[src/cic_pkg.sv]
package cic_pkg;
	// Register indices; byte address is four times the index
	localparam logic [11:0] IDX_INTERRUPT_CONTROL = 12'h00B;
	localparam logic [11:0] IDX_PERIPHERAL_IRQ_ENABLE_0 = 12'h716;
	localparam logic [11:0] IDX_PERIPHERAL_FLAG_0 = 12'h70C;
	localparam logic [11:0] IDX_SHADOW_BASE = 12'hF80;
	localparam int NUM_SHADOW = 8;
	localparam int ADDR_W = 14;

	// Field positions
	localparam int GLOBAL_IRQ_ENABLE_BIT = 7;
	localparam int PERIPH_GROUP_IRQ_ENABLE_BIT = 6;
	localparam int EXT_EDGE_POLARITY_BIT = 0;
	localparam int TIMER0_BIT = 5;
	localparam int PIN_CHANGE_BIT = 4;
	localparam int EXT_PIN_BIT = 0;

	// Reset values
	localparam logic [7:0] INTERRUPT_CONTROL_RESET = 8'h01;
	localparam logic [7:0] PERIPHERAL_IRQ_ENABLE_0_RESET = 8'h00;
	localparam logic [7:0] SHADOW_RESET = 8'h00;

	// Status shadow drops the timeout and power-down bits
	localparam logic [7:0] STATUS_SAVE_MASK = 8'hE7;

	// Shadow slots within the context bus
	localparam int SH_WORKING = 0;
	localparam int SH_STATUS = 1;
	localparam int SH_BANK_SELECT = 2;
	localparam int SH_INDIRECT_0L = 3;
	localparam int SH_INDIRECT_0H = 4;
	localparam int SH_INDIRECT_1L = 5;
	localparam int SH_INDIRECT_1H = 6;
	localparam int SH_PC_HIGH = 7;

	localparam logic [14:0] IRQ_VECTOR_ADDR = 15'h0004;
	localparam logic [1:0] Q_PHASE_LAST = 2'h3;
	localparam logic [1:0] Q_PHASE_FIRST = 2'h0;
endpackage

[src/cic_interrupt_control.sv]
// Design decision made here: the Avalon-MM slave port.
`timescale 1ns/100ps
module cic_interrupt_control
	import cic_pkg::*;
#(
	parameter int PIN_CHANGE_W = 8,
	parameter int PERIPH_W = 11,
	// Sources that run without the system clock: bit0 ext, bit4 pin change
	parameter logic [7:0] WAKE_CAPABLE_MASK = 8'h11
) (
	input wire logic clk_in,
	input wire logic reset_n_in,
	input wire logic [ADDR_W-1:0] avs_address_in,
	input wire logic avs_read_in,
	input wire logic avs_write_in,
	input wire logic [31:0] avs_writedata_in,
	input wire logic [3:0] avs_byteenable_in,
	output logic [31:0] avs_readdata_out,
	output logic avs_waitrequest_out,
	input wire logic ext_pin_in,
	input wire logic timer0_event_in,
	input wire logic [PIN_CHANGE_W-1:0] pin_change_flags_in,
	input wire logic [PERIPH_W-1:0] periph_flags_in,
	input wire logic [PERIPH_W-1:0] periph_enables_in,
	output logic [1:0] q_phase_out,
	output logic irq_vector_req_out,
	output logic [14:0] irq_vector_addr_out,
	input wire logic vector_taken_in,
	input wire logic [63:0] ctx_save_in,
	input wire logic return_from_interrupt_in,
	output logic restore_valid_out,
	output logic [63:0] ctx_restore_out,
	input wire logic sleeping_in,
	output logic wake_out
);

	function automatic logic reg_hit(input logic [ADDR_W-1:0] addr, input logic [11:0] idx);
		reg_hit = (addr[ADDR_W-1:2] == idx) && (addr[1:0] == 2'h0);
	endfunction

	logic [1:0] q_phase_reg;
	logic ack_reg;
	logic [31:0] readdata_reg;
	logic global_irq_enable_reg;
	logic periph_group_irq_enable_reg;
	logic ext_edge_polarity_reg;
	logic timer0_irq_enable_reg;
	logic pin_change_irq_enable_reg;
	logic ext_pin_irq_enable_reg;
	logic timer0_irq_flag_reg;
	logic ext_pin_irq_flag_reg;
	logic ext_pin_prev_reg;
	logic ext_prev_valid_reg;
	logic irq_req_reg;
	logic post_wake_reg;
	logic wake_reg;
	logic restore_valid_reg;
	logic [63:0] ctx_restore_reg;
	logic [7:0] shadow_reg [NUM_SHADOW];
	logic [14:0] vector_addr_reg;

	logic q1;
	logic wr_en;
	logic rd_first;
	logic ext_edge;
	logic pin_change_irq_flag;
	logic [7:0] flag0;
	logic [7:0] enable0;
	logic [7:0] interrupt_control_view;
	logic pending;
	logic wake_pending;
	logic [31:0] read_mux;

	// Instruction cycle of four phases; phase 0 is the first
	always_ff @(posedge clk_in or negedge reset_n_in) begin
		if (!reset_n_in) begin
			q_phase_reg <= Q_PHASE_FIRST;
		end else begin
			q_phase_reg <= q_phase_reg + 2'h1;
		end
	end
	assign q1 = (q_phase_reg == Q_PHASE_FIRST);
	assign q_phase_out = q_phase_reg;

	// Bus slave: one wait state, answer on the second cycle
	assign avs_waitrequest_out = (avs_read_in | avs_write_in) & ~ack_reg;
	assign wr_en = avs_write_in & ack_reg & avs_byteenable_in[0];
	assign rd_first = avs_read_in & ~ack_reg;

	always_ff @(posedge clk_in or negedge reset_n_in) begin
		if (!reset_n_in) begin
			ack_reg <= 1'b0;
		end else begin
			ack_reg <= (avs_read_in | avs_write_in) & ~ack_reg;
		end
	end

	assign pin_change_irq_flag = |pin_change_flags_in;
	always_comb begin
		flag0 = 8'h00;
		flag0[TIMER0_BIT] = timer0_irq_flag_reg;
		flag0[PIN_CHANGE_BIT] = pin_change_irq_flag;
		flag0[EXT_PIN_BIT] = ext_pin_irq_flag_reg;
		enable0 = 8'h00;
		enable0[TIMER0_BIT] = timer0_irq_enable_reg;
		enable0[PIN_CHANGE_BIT] = pin_change_irq_enable_reg;
		enable0[EXT_PIN_BIT] = ext_pin_irq_enable_reg;
		interrupt_control_view = 8'h00;
		interrupt_control_view[GLOBAL_IRQ_ENABLE_BIT] = global_irq_enable_reg;
		interrupt_control_view[PERIPH_GROUP_IRQ_ENABLE_BIT] = periph_group_irq_enable_reg;
		interrupt_control_view[EXT_EDGE_POLARITY_BIT] = ext_edge_polarity_reg;
	end

	always_comb begin
		read_mux = 32'h0000_0000;
		if (reg_hit(avs_address_in, IDX_INTERRUPT_CONTROL)) begin
			read_mux[7:0] = interrupt_control_view;
		end else if (reg_hit(avs_address_in, IDX_PERIPHERAL_IRQ_ENABLE_0)) begin
			read_mux[7:0] = enable0;
		end else if (reg_hit(avs_address_in, IDX_PERIPHERAL_FLAG_0)) begin
			read_mux[7:0] = flag0;
		end else begin
			for (int i = 0; i < NUM_SHADOW; i++) begin
				if (reg_hit(avs_address_in, IDX_SHADOW_BASE + 12'(i))) begin
					read_mux[7:0] = shadow_reg[i];
				end
			end
		end
	end

	// Unmapped reads return zero
	always_ff @(posedge clk_in or negedge reset_n_in) begin
		if (!reset_n_in) begin
			readdata_reg <= 32'h0000_0000;
		end else if (rd_first) begin
			readdata_reg <= read_mux;
		end
	end
	assign avs_readdata_out = readdata_reg;

	// Global enable: core entry and return outrank a software write
	always_ff @(posedge clk_in or negedge reset_n_in) begin
		if (!reset_n_in) begin
			global_irq_enable_reg <= INTERRUPT_CONTROL_RESET[GLOBAL_IRQ_ENABLE_BIT];
		end else if (vector_taken_in) begin
			global_irq_enable_reg <= 1'b0;
		end else if (return_from_interrupt_in) begin
			global_irq_enable_reg <= 1'b1;
		end else if (wr_en && reg_hit(avs_address_in, IDX_INTERRUPT_CONTROL)) begin
			global_irq_enable_reg <= avs_writedata_in[GLOBAL_IRQ_ENABLE_BIT];
		end
	end

	always_ff @(posedge clk_in or negedge reset_n_in) begin
		if (!reset_n_in) begin
			periph_group_irq_enable_reg <= INTERRUPT_CONTROL_RESET[PERIPH_GROUP_IRQ_ENABLE_BIT];
			ext_edge_polarity_reg <= INTERRUPT_CONTROL_RESET[EXT_EDGE_POLARITY_BIT];
		end else if (wr_en && reg_hit(avs_address_in, IDX_INTERRUPT_CONTROL)) begin
			periph_group_irq_enable_reg <= avs_writedata_in[PERIPH_GROUP_IRQ_ENABLE_BIT];
			ext_edge_polarity_reg <= avs_writedata_in[EXT_EDGE_POLARITY_BIT];
		end
	end

	always_ff @(posedge clk_in or negedge reset_n_in) begin
		if (!reset_n_in) begin
			timer0_irq_enable_reg <= PERIPHERAL_IRQ_ENABLE_0_RESET[TIMER0_BIT];
			pin_change_irq_enable_reg <= PERIPHERAL_IRQ_ENABLE_0_RESET[PIN_CHANGE_BIT];
			ext_pin_irq_enable_reg <= PERIPHERAL_IRQ_ENABLE_0_RESET[EXT_PIN_BIT];
		end else if (wr_en && reg_hit(avs_address_in, IDX_PERIPHERAL_IRQ_ENABLE_0)) begin
			timer0_irq_enable_reg <= avs_writedata_in[TIMER0_BIT];
			pin_change_irq_enable_reg <= avs_writedata_in[PIN_CHANGE_BIT];
			ext_pin_irq_enable_reg <= avs_writedata_in[EXT_PIN_BIT];
		end
	end

	// Edge detector; first cycle after reset has no history, so no false edge
	always_ff @(posedge clk_in or negedge reset_n_in) begin
		if (!reset_n_in) begin
			ext_pin_prev_reg <= 1'b0;
			ext_prev_valid_reg <= 1'b0;
		end else begin
			ext_pin_prev_reg <= ext_pin_in;
			ext_prev_valid_reg <= 1'b1;
		end
	end
	assign ext_edge = ext_prev_valid_reg &&
		(ext_edge_polarity_reg ? (ext_pin_in & ~ext_pin_prev_reg)
		: (~ext_pin_in & ext_pin_prev_reg));

	// Flags set regardless of enables; set wins over a clearing write
	always_ff @(posedge clk_in or negedge reset_n_in) begin
		if (!reset_n_in) begin
			ext_pin_irq_flag_reg <= 1'b0;
		end else if (ext_edge) begin
			ext_pin_irq_flag_reg <= 1'b1;
		end else if (wr_en && reg_hit(avs_address_in, IDX_PERIPHERAL_FLAG_0)) begin
			ext_pin_irq_flag_reg <= avs_writedata_in[EXT_PIN_BIT];
		end
	end

	always_ff @(posedge clk_in or negedge reset_n_in) begin
		if (!reset_n_in) begin
			timer0_irq_flag_reg <= 1'b0;
		end else if (timer0_event_in) begin
			timer0_irq_flag_reg <= 1'b1;
		end else if (wr_en && reg_hit(avs_address_in, IDX_PERIPHERAL_FLAG_0)) begin
			timer0_irq_flag_reg <= avs_writedata_in[TIMER0_BIT];
		end
	end

	// One combined request, no priority between sources
	assign pending = (|(flag0 & enable0))
		| (periph_group_irq_enable_reg & |(periph_flags_in & periph_enables_in));
	assign wake_pending = |(flag0 & enable0 & WAKE_CAPABLE_MASK);

	// Sampled only at the first phase, so a late event waits a whole cycle
	// Held off while asleep and in the wake cycle, so the core runs one instruction first
	always_ff @(posedge clk_in or negedge reset_n_in) begin
		if (!reset_n_in) begin
			irq_req_reg <= 1'b0;
		end else if (vector_taken_in) begin
			irq_req_reg <= 1'b0;
		end else if (q1) begin
			irq_req_reg <= global_irq_enable_reg & pending & ~post_wake_reg
				& ~sleeping_in & ~wake_reg;
		end
	end
	assign irq_vector_req_out = irq_req_reg;

	// Wake pulse and one instruction cycle of grace after it
	always_ff @(posedge clk_in or negedge reset_n_in) begin
		if (!reset_n_in) begin
			wake_reg <= 1'b0;
		end else begin
			wake_reg <= sleeping_in & wake_pending & ~wake_reg;
		end
	end
	assign wake_out = wake_reg;

	always_ff @(posedge clk_in or negedge reset_n_in) begin
		if (!reset_n_in) begin
			post_wake_reg <= 1'b0;
		end else if (wake_reg) begin
			post_wake_reg <= 1'b1;
		end else if (q1) begin
			post_wake_reg <= 1'b0;
		end
	end

	always_ff @(posedge clk_in or negedge reset_n_in) begin
		if (!reset_n_in) begin
			vector_addr_reg <= 15'h0000;
		end else if (vector_taken_in) begin
			vector_addr_reg <= IRQ_VECTOR_ADDR;
		end
	end
	assign irq_vector_addr_out = vector_addr_reg;

	// Shadow slots: entry capture beats a simultaneous software write
	for (genvar s = 0; s < NUM_SHADOW; s++) begin : g_shadow
		always_ff @(posedge clk_in or negedge reset_n_in) begin
			if (!reset_n_in) begin
				shadow_reg[s] <= SHADOW_RESET;
			end else if (vector_taken_in) begin
				shadow_reg[s] <= (s == SH_STATUS) ? (ctx_save_in[8*s +: 8] & STATUS_SAVE_MASK)
					: ctx_save_in[8*s +: 8];
			end else if (wr_en && reg_hit(avs_address_in, IDX_SHADOW_BASE + 12'(s))) begin
				shadow_reg[s] <= avs_writedata_in[7:0];
			end
		end
	end

	always_ff @(posedge clk_in or negedge reset_n_in) begin
		if (!reset_n_in) begin
			restore_valid_reg <= 1'b0;
			ctx_restore_reg <= 64'h0000_0000_0000_0000;
		end else begin
			restore_valid_reg <= return_from_interrupt_in;
			if (return_from_interrupt_in) begin
				for (int i = 0; i < NUM_SHADOW; i++) begin
					ctx_restore_reg[8*i +: 8] <= shadow_reg[i];
				end
			end
		end
	end
	assign restore_valid_out = restore_valid_reg;
	assign ctx_restore_out = ctx_restore_reg;
endmodule // cic_interrupt_control

[config.mk]
export PLATFORM = sky130hd
export DESIGN_NAME = cic_interrupt_control
export DESIGN_NICKNAME = d
export VERILOG_FILES = /design/src/cic_pkg.sv /design/src/cic_interrupt_control.sv
export SDC_FILE = /design/constraint.sdc
export NUM_CORES = 1
export LEC_CHECK = 0
export BUFFER_PORTS_ARGS = -buffer_cell sky130_fd_sc_hd__clkbuf_2
export CELL_PAD_IN_SITES_DETAIL_PLACEMENT = 1
export CELL_PAD_IN_SITES_GLOBAL_PLACEMENT = 1
export CORE_MARGIN = 1.5
export CORE_UTILIZATION = 41
export DETAILED_ROUTE_END_ITERATION = 16
export PLACE_DENSITY = 0.91
export SYNTH_ARGS = -nofsm -noshare
export SYNTH_HDL_FRONTEND = slang
export SYNTH_SLANG_ARGS = --single-unit
[constraint.sdc]
create_clock -name clk_in -period 2.38 [get_ports clk_in]
set_input_delay 0.595 -clock clk_in [delete_from_list [all_inputs] [get_ports clk_in]]
set_output_delay 0.595 -clock clk_in [all_outputs]
set_load 0.1 [all_outputs]
# Word-level counts from Yosys, hierarchy flattened

Cells that the tools add are included.

Register bits: 154
Input port bits: 153
Output and inout port bits: 117
Word-level logic and storage cells: 143

$add $sub $neg: 1
Equality and inequality tests: 11
Mux-type cells: 39
Bitwise logic cells: 23
Reduce and logical (&&, ||, !) cells: 42

Operator list:

| kind                   | number |
|---|---|
| $mux W8                | 27 |
| $eq A12 B12 Y1 const B | 8 |
| $eq A12 B11 Y1 const B | 2 |
| $reduce_bool A2 Y1     | 12 |
| $logic_and A1 B1 Y1    | 23 |
| $reduce_or A8 Y1       | 2 |
| $and A1 B1 Y1          | 13 |
| $eq A12 B4 Y1 const B  | 1 |
| $mux W1                | 12 |
| $and A11 B11 Y11       | 1 |
| $reduce_or A11 Y1      | 1 |
| $and A6 B6 Y6          | 1 |
| $not A1 Y1             | 6 |
| $logic_not A2 Y1       | 2 |
| $reduce_bool A3 Y1     | 1 |
| $add A2 B1 Y2 const B  | 1 |
| $or A1 B1 Y1           | 2 |
| $reduce_or A2 Y1       | 1 |

# Logic depth before layout (Yosys ltp)

Gate-level depths: netlist of run 1.

Depth after elaboration: 13
Depth in mapped cells: 8
Depth with buffers taken out: 6

# Least setup slack after synthesis of run 1

OpenSTA, ideal clock, no wires.

Path type: input -> output
Start point: input avs_write_in
End point: output avs_waitrequest_out
Arrival time: 1.907 ns
Data required time: 1.785 ns
Path slack: -0.122 ns
Stages on the path: 2
Buffers on the path: 0
Cells stage by stage: nor2_1 nor2_1

Longest elaborated chain between the ends: 2

RTL lines:

| element            | line                        | text |
|---|---|---|
| start: declaration | cic_interrupt_control.sv:15 | `input wire logic avs_write_in,` |
| $or A1 B1 Y1       | cic_interrupt_control.sv:86 | `assign avs_waitrequest_out = (avs_read_in \| avs_write_in) & ~ack_reg;` |
| $and A1 B1 Y1      | cic_interrupt_control.sv:86 |  |
| end: declaration   | cic_interrupt_control.sv:19 | `output logic avs_waitrequest_out,` |

No other way between the ends.

# Final worst setup path of run 1

Start point: input avs_address_in[7]
End point: register global_irq_enable_reg

Longest elaborated chain between the ends: 4

RTL lines:

| element                      | line                         | text |
|---|---|---|
| start: declaration           | cic_interrupt_control.sv:13  | `input wire logic [ADDR_W-1:0] avs_address_in,` |
| $eq A12 B4 Y1                | cic_interrupt_control.sv:38  | `reg_hit = (addr[ADDR_W-1:2] == idx) && (addr[1:0] == 2'h0);` |
| $logic_and A1 B1 Y1          | cic_interrupt_control.sv:38  |  |
| $logic_and A1 B1 Y1          | cic_interrupt_control.sv:149 | `end else if (wr_en && reg_hit(avs_address_in, IDX_INTERRUPT_CONTROL)) begin` |
| $reduce_bool A3 Y1 (no line) | n/a                          |  |
| end signal: assignment       | cic_interrupt_control.sv:144 | `global_irq_enable_reg <= INTERRUPT_CONTROL_RESET[GLOBAL_IRQ_ENABLE_BIT];` |
| end signal: assignment       | cic_interrupt_control.sv:150 | `global_irq_enable_reg <= avs_writedata_in[GLOBAL_IRQ_ENABLE_BIT];` |
| end: declaration             | cic_interrupt_control.sv:44  | `logic global_irq_enable_reg;` |

No other way between the ends.
A chain may end at the register's enable or synchronous reset.

==> out/summary.txt, run 1 <==
kind of cell adding the most delay to the critical path - simple AND/OR/NAND/NOR gates
area fraction of the dominant cell type after synthesis - 51.1%
final design instance area without fill - 9610 um2
final hold violations - 0
DR pass1 iterations - 5
Max stage delay on crit path - 0.59 ns
CP Capture Type - flip-flop
worst vdd ir - 0.491 mV
Post-synth EDFFs - 0
Req. time, crit path - 2.67 ns
CP Data Arrival Time - 2.41 ns
Inserted Clock Buffers - 17
commonest non-fill, non-tap cell in the layout - clkbuf_2
die height - 138 um
Starting Density - 41.7%
CTS sink cnt - 154
Setup Viol. Count Final - 0
M2 GR Usage - 41.3%
crit path launch type - primary input
Resized cells post-CTS - 0
GR Util met1 - 32.7%
register bit count reported by yosys - 154
Setup Fix Bufs, Post-CTS - 0
Syn Std Cell Area - 7490 um2
crit path kind - primary input to flip-flop
area occupied by multi-input gates - 3330 um2
nets - 1057
Buffers on Ports - 202
initial antenna violation count - 1
Leakage - 4.77 nW
ANT cells - 0
grt total ovfl - 0
synth unique cells - 59
first-pass GRT wire length - 36500 um
Worst-Margin Slew - 0.584 ns
cts hold-fix bufs - 0
WL per Instance - 20.6 um
DRT Wirelength - 23600 um
largest net degree at the start of global routing - 68
hpwl dp - 17700 um
Clock Path Buffers - 2
HP Class - primary input to async pin
total track usage - 24.9%
Yosys warnings - 0
crit path max fanout - 5
vias in the first global route - 6523
Die Wd - 138 um
slowest cell on the critical path - or4_1
Post-DRT Antenna Nets - 0
share of layout cells above drive strength 1 - 40.5%
M3 GR Usage - 5.68%
via count - 6183
skew final - 0.00764 ns
top cells by area, synth - dfrtp_1, mux2_2, mux2i_1
CP Depth - 6
GP Congestion - 0.862
Slew Viols, Final - 0
Setup WS pre-CTS - -0.135 ns
First DRT Iteration DRCs - 286
largest area contributor in the netlist - dfrtp_1
root buffer cell - clkbuf_16
Worst Path Buf+Inv - 1
post-route setup slack - 0.259 ns
number of fill cells in the layout - 1978
Post-synth ARST share - 100%
CTS tree - done
H-tree levels - 4
worst path cell trace - clkbuf_2 -> or4_4 -> or4_1 -> nor2_2 -> mux2i_1 -> a21oi_1
Most Crowded Layer GR - met2
Power Density - 859 nW/um2
DR DRC count - 0
FMAX - 0.472 GHz
later-pin clock latency in the skew report - 0.42 ns
placed inst area - 9000 um2
RSZ-0062 raised after global routing - false
Post-Syn Instances - 671
Most used DFF post-synth - dfrtp_1
max_slew headroom - 60.8%
Avg Inst Size Synth - 11.2 um2
die area - 19100 um2
Via-to-Cell Ratio - 5.40
num ports - 270
status - finished, final reports clean
# rows - 49
final worst-path cycle share - 89.1%
Reg clk slew, reported paths - 0.06 ns
Max Cap Viol - 0
Final Critical Period - 2.12 ns
Worst Reg2Reg Path Length in Cells - 5
register area - 3850 um2
Core Region - 18000 um2
most frequent cells in the layout - clkbuf_2, dfrtp_1, nand2_1, mux2_2, o21ai_1
Syn-to-layout area delta - 28.3%
sequential-to-total area share from yosys stat - 51.5%
-- final cells by class --
class | count | share of cell area, %
inverter | 5 | 0.195
timing repair buffer | 252 | 15.7
tap | 229 | 2.98
multi-input combinational | 473 | 34.7
clock inverter | 12 | 1.54
sequential | 154 | 40.1
clock buffer | 20 | 4.75
-- Yosys cell counts, drive strengths merged, types with 2 or more instances --
| cell | number |
|---|---|
| a211oi | 3 |
| a21o | 6 |
| a21oi | 22 |
| a221oi | 5 |
| a22o | 8 |
| a22oi | 7 |
| a31oi | 5 |
| and2 | 3 |
| and3 | 4 |
| buf | 44 |
| clkbuf | 32 |
| conb | 2 |
| dfrtp | 153 |
| inv | 5 |
| mux2 | 69 |
| mux2i | 57 |
| mux4 | 6 |
| nand2 | 83 |
| nand2b | 5 |
| nand3 | 6 |
| nand3b | 4 |
| nor2 | 23 |
| nor2b | 7 |
| nor3 | 5 |
| nor4 | 7 |
| nor4b | 2 |
| o21ai | 68 |
| o21bai | 2 |
| o22ai | 2 |
| o32a | 2 |
| o32ai | 2 |
| or2 | 4 |
| or4 | 4 |
| or4b | 2 |
-- metrics by stage --
stage / instances / util (%) / hold WS, ns / TNS [ns] / power [mW]
2_1_floorplan: 708 / - / 0.299 / 0 / 4.99
3_3_place_gp: 1113 / 50.1 / 0.421 / -1.32 / 5.49
3_5_place_dp: 1113 / 50.1 / 0.462 / -3.28 / 5.54
4_1_cts: 1145 / 53.5 / 0.0719 / 0 / 8.33
5_1_grt: 1145 / 53.5 / 0.0814 / 0 / 8.52
6_report: 1145 / 53.5 / 0.0749 / 0 / 8.26
-- logic make-up (layout without fill, tap and decap cells) --
| kind of cell | Yosys count | in the layout | share of synthesized area, % |
|---|---|---|---|
| simple gates | 162 | 162 | 11.0 |
| buf+inv | 81 | 289 | 6.05 |
| flops | 154 | 154 | 51.5 |
| fa+ha+maj | 1 | 1 | 0.167 |
| mux | 132 | 132 | 19.8 |
| other cells | 2 | 39 | 0.100 |
| compound gates | 139 | 139 | 11.3 |
-- per-layer routing --
metal | wire length, um | share of wire (%) | up-vias
met3 | 1280 | 5.4 | 35
li1 | - | - | 2795
met5 | 0 | 0 | -
met2 | 11600 | 49 | 219
met1 | 10200 | 43 | 3134
met4 | 466 | 2.0 | 0
-- path summary, 6_finish.rpt --
kind | startpoint | end | slack [ns]
hold / removal | reset_n_in | ctx_restore_out[6] | 0.07
setup / recovery | avs_address_in[7] | global_irq_enable_reg | 0.26
hold reg to reg | q_phase_out[0] | q_phase_out[0] | 0.46
max in group asynchronous | reset_n_in | ext_edge_polarity_reg | 1.60
setup reg to reg | ack_reg | avs_readdata_out[1] | 0.66
min in group clk_in | ext_pin_in | ext_pin_prev_reg | 0.32
-- power by group --
part	internal (mW)	leakage, nW	switching, mW
combinational	0.475	2.59	1.93
clock	1.70	0.296	1.07
sequential	2.88	1.88	0.207
Note: power is estimated with default switching activity, not from simulation.
==> run 2: changes to the inputs <==
- CELL_PAD_IN_SITES_GLOBAL_PLACEMENT: 1 -> 2
- CORE_UTILIZATION: 41 -> 31
- PLACE_DENSITY: 0.91 -> 0.86
- clock period: 2.38 -> 2.06 ns (I/O delays scaled with it)
==> out/summary.txt, run 2 (synthesis results as in run 1) <==
Fin Setup TNS - 0 ns (unchanged)
final design instance area without fill - 9820 um2 (was 9610 um2)
flop2flop setup slack - 0.27 ns (was 0.66 ns)
Leakage - 4.81 nW (was 4.77 nW)
nets - 1069 (was 1057)
Resized cells post-CTS - 0 (unchanged)
later-pin clock latency in the skew report - 0.43 ns (was 0.42 ns)
Worst Path Buf+Inv - 1 (unchanged)
Reg clk slew, reported paths - 0.06 ns (about the same)
cell mode on critical path - or4_4
CTS tree - done (unchanged)
post-route setup slack - 0.102 ns (was 0.259 ns)
Setup WS pre-CTS - -0.323 ns (was -0.135 ns)
worst vdd ir - 0.462 mV (was 0.491 mV)
Worst-Margin Slew - 0.608 ns (was 0.584 ns)
Die Wd - 158 um (was 138 um)
Core Region - 23600 um2 (was 18000 um2)
First DRT Iteration DRCs - 186 (was 286)
Final Critical Period - 1.96 ns
largest net degree at the start of global routing - 93 (was 68)
crit path launch type - primary input (unchanged)
die height - 158 um (was 138 um)
placed inst area - 9250 um2 (was 9000 um2)
share of layout cells above drive strength 1 - 41.6% (was 40.5%)
most frequent cells in the layout - clkbuf_2, dfrtp_1, nand2_1, mux2_2, o21ai_1 (unchanged)
crit path max fanout - 3 (was 5)
Setup Fix Bufs, Post-CTS - 0 (unchanged)
initial antenna violation count - 0 (was 1)
# rows - 56 (was 49)
Most Crowded Layer GR - met2 (unchanged)
Switch Pwr - 3.76 mW (was 3.20 mW)
kind of cell adding the most delay to the critical path - simple AND/OR/NAND/NOR gates (unchanged)
Post-DRT Antenna Nets - 0 (unchanged)
M2 GR Usage - 32.3% (was 41.3%)
CP Capture Type - flip-flop (unchanged)
GR Util met1 - 29.1% (was 32.7%)
root buffer cell - clkbuf_16 (unchanged)
Seq pwr share - 37.8% (was 37.4%)
vias in the first global route - 6329 (was 6523)
H-tree levels - 4 (unchanged)
clock share of power - 32.3% (was 33.5%)
ANT cells - 0 (unchanged)
DR pass1 iterations - 4 (was 5)
die area - 25100 um2 (was 19100 um2)
Max Cap Viol - 0 (unchanged)
via count - 6068 (was 6183)
hpwl dp - 18600 um (was 17700 um)
final core utilization - 41.6% (was 53.5%)
Starting Density - 31.7% (was 41.7%)
final worst-path cycle share - 95.0%
GP Congestion - 0.829 (was 0.862)
DRT Wirelength - 24900 um (was 23600 um)
total track usage - 20.3% (was 24.9%)
crit path kind - primary input to flip-flop (unchanged)
WL per Instance - 20.0 um (was 20.6 um)
Req. time, crit path - 2.37 ns (was 2.67 ns)
first-pass GRT wire length - 37400 um (was 36500 um)
status - finished, final reports clean (unchanged)
HP Class - primary input to flip-flop (was primary input to async pin)
CTS sink cnt - 154 (unchanged)
Pint - 5.67 mW (was 5.05 mW)
Power Density - 961 nW/um2 (was 859 nW/um2)
Inserted Clock Buffers - 17 (unchanged)
worst path cell trace - clkbuf_2 -> or4_4 -> or4_4 -> nor2_2 -> mux2_1 (was clkbuf_2 -> or4_4 -> or4_1 -> nor2_2 -> mux2i_1 -> a21oi_1)
CP Data Arrival Time - 2.27 ns (was 2.41 ns)
max_slew headroom - 59.6% (was 60.8%)
Buffers on Ports - 202 (unchanged)
Setup Viol. Count Final - 0 (unchanged)
FMAX - 0.511 GHz
sw frac - 39.9% (was 38.8%)
DR DRC count - 0 (unchanged)
final hold violations - 0 (unchanged)
Slew Viols, Final - 0 (unchanged)
slowest cell on the critical path - or4_4 (was or4_1)
Max stage delay on crit path - 0.56 ns (was 0.59 ns)
Comb power frac - 29.9% (was 29.1%)
grt total ovfl - 0 (unchanged)
RSZ-0062 raised after global routing - false (unchanged)
skew final - 0.0182 ns (was 0.00764 ns)
commonest non-fill, non-tap cell in the layout - clkbuf_2 (unchanged)
num ports - 270 (unchanged)
Syn-to-layout area delta - 31.1% (was 28.3%)
Via-to-Cell Ratio - 4.87 (was 5.40)
hold_ws - 0.245 ns (was 0.0749 ns)
M3 GR Usage - 3.16% (was 5.68%)
Clock Path Buffers - 2 (unchanged)
==> run 2: cell types whose count changed in the layout (fill, tap and decap cells not counted), sizes merged <==
| cell | delta |
|---|---|
| inv | +1 |
| buf | +12 |
| bufinv | -1 |
| clkbuf | -2 |
| dlygate4sd3 | +1 |
==> run 2: metal layers <==
layer | up-vias | wire length [um]
met5 | - | 0
met4 | 0 | 345
met3 | 22 | 986
met2 | 183 | 11500
met1 | 3039 | 12200
li1 | 2824 | -
==> run 2: worst register-to-register path, cell delays in order, from the launching register on <==
cell      delay (ns)
dfrtp_1         0.43
mux4_2          0.53
a21oi_1         0.18
a311oi_1        0.09
a221oi_1        0.31
a31oi_1         0.13
==> run 2: area by class of cell <==
type                       count  area [um2]
clock buffer                  19         433
clock inverter                12         126
fill                        2702       13800
inverter                       5        18.8
multi-input combinational    473        3380
sequential                   154        3850
tap                          319         399
timing repair buffer         264        1600
==> run 2: timing repair <==
action,4_1_cts,5_1_grt
endpoints found under the setup margin,0,0
hold buffers,1,0
endpoints found under the hold margin,16,0
==> run 2: power by group through the flow <==
stage | logic, mW | registers (mW) | clock network [mW]
2_1_floorplan | 0.896 | 4.87 | 0
3_3_place_gp | 2.81 | 3.61 | 0
3_5_place_dp | 2.84 | 3.62 | 0
4_1_cts | 2.84 | 3.57 | 3.14
5_1_grt | 2.94 | 3.61 | 3.22
6_report | 2.82 | 3.57 | 3.04
==> run 2: path summary, 6_finish.rpt <==
| kind | end | depth (start not counted) | from |
|---|---|---|---|
| min | ext_pin_prev_reg | 1 | ext_pin_in |
| max in group asynchronous | ctx_restore_out[49] | 3 | reset_n_in |
| min in group asynchronous | ctx_restore_out[22] | 2 | reset_n_in |
| max reg2reg | avs_readdata_out[5] | 5 | shadow_reg[37] |
| max | periph_group_irq_enable_reg | 5 | avs_address_in[7] |
| min reg2reg | q_phase_out[0] | 1 | q_phase_out[0] |
==> run 2: per-stage QoR <==
step	std cells	power, mW
after floorplan	708	5.77
after global placement	1214	6.42
after detailed placement	1214	6.46
after CTS	1246	9.55
after global routing	1246	9.77
final	1246	9.44
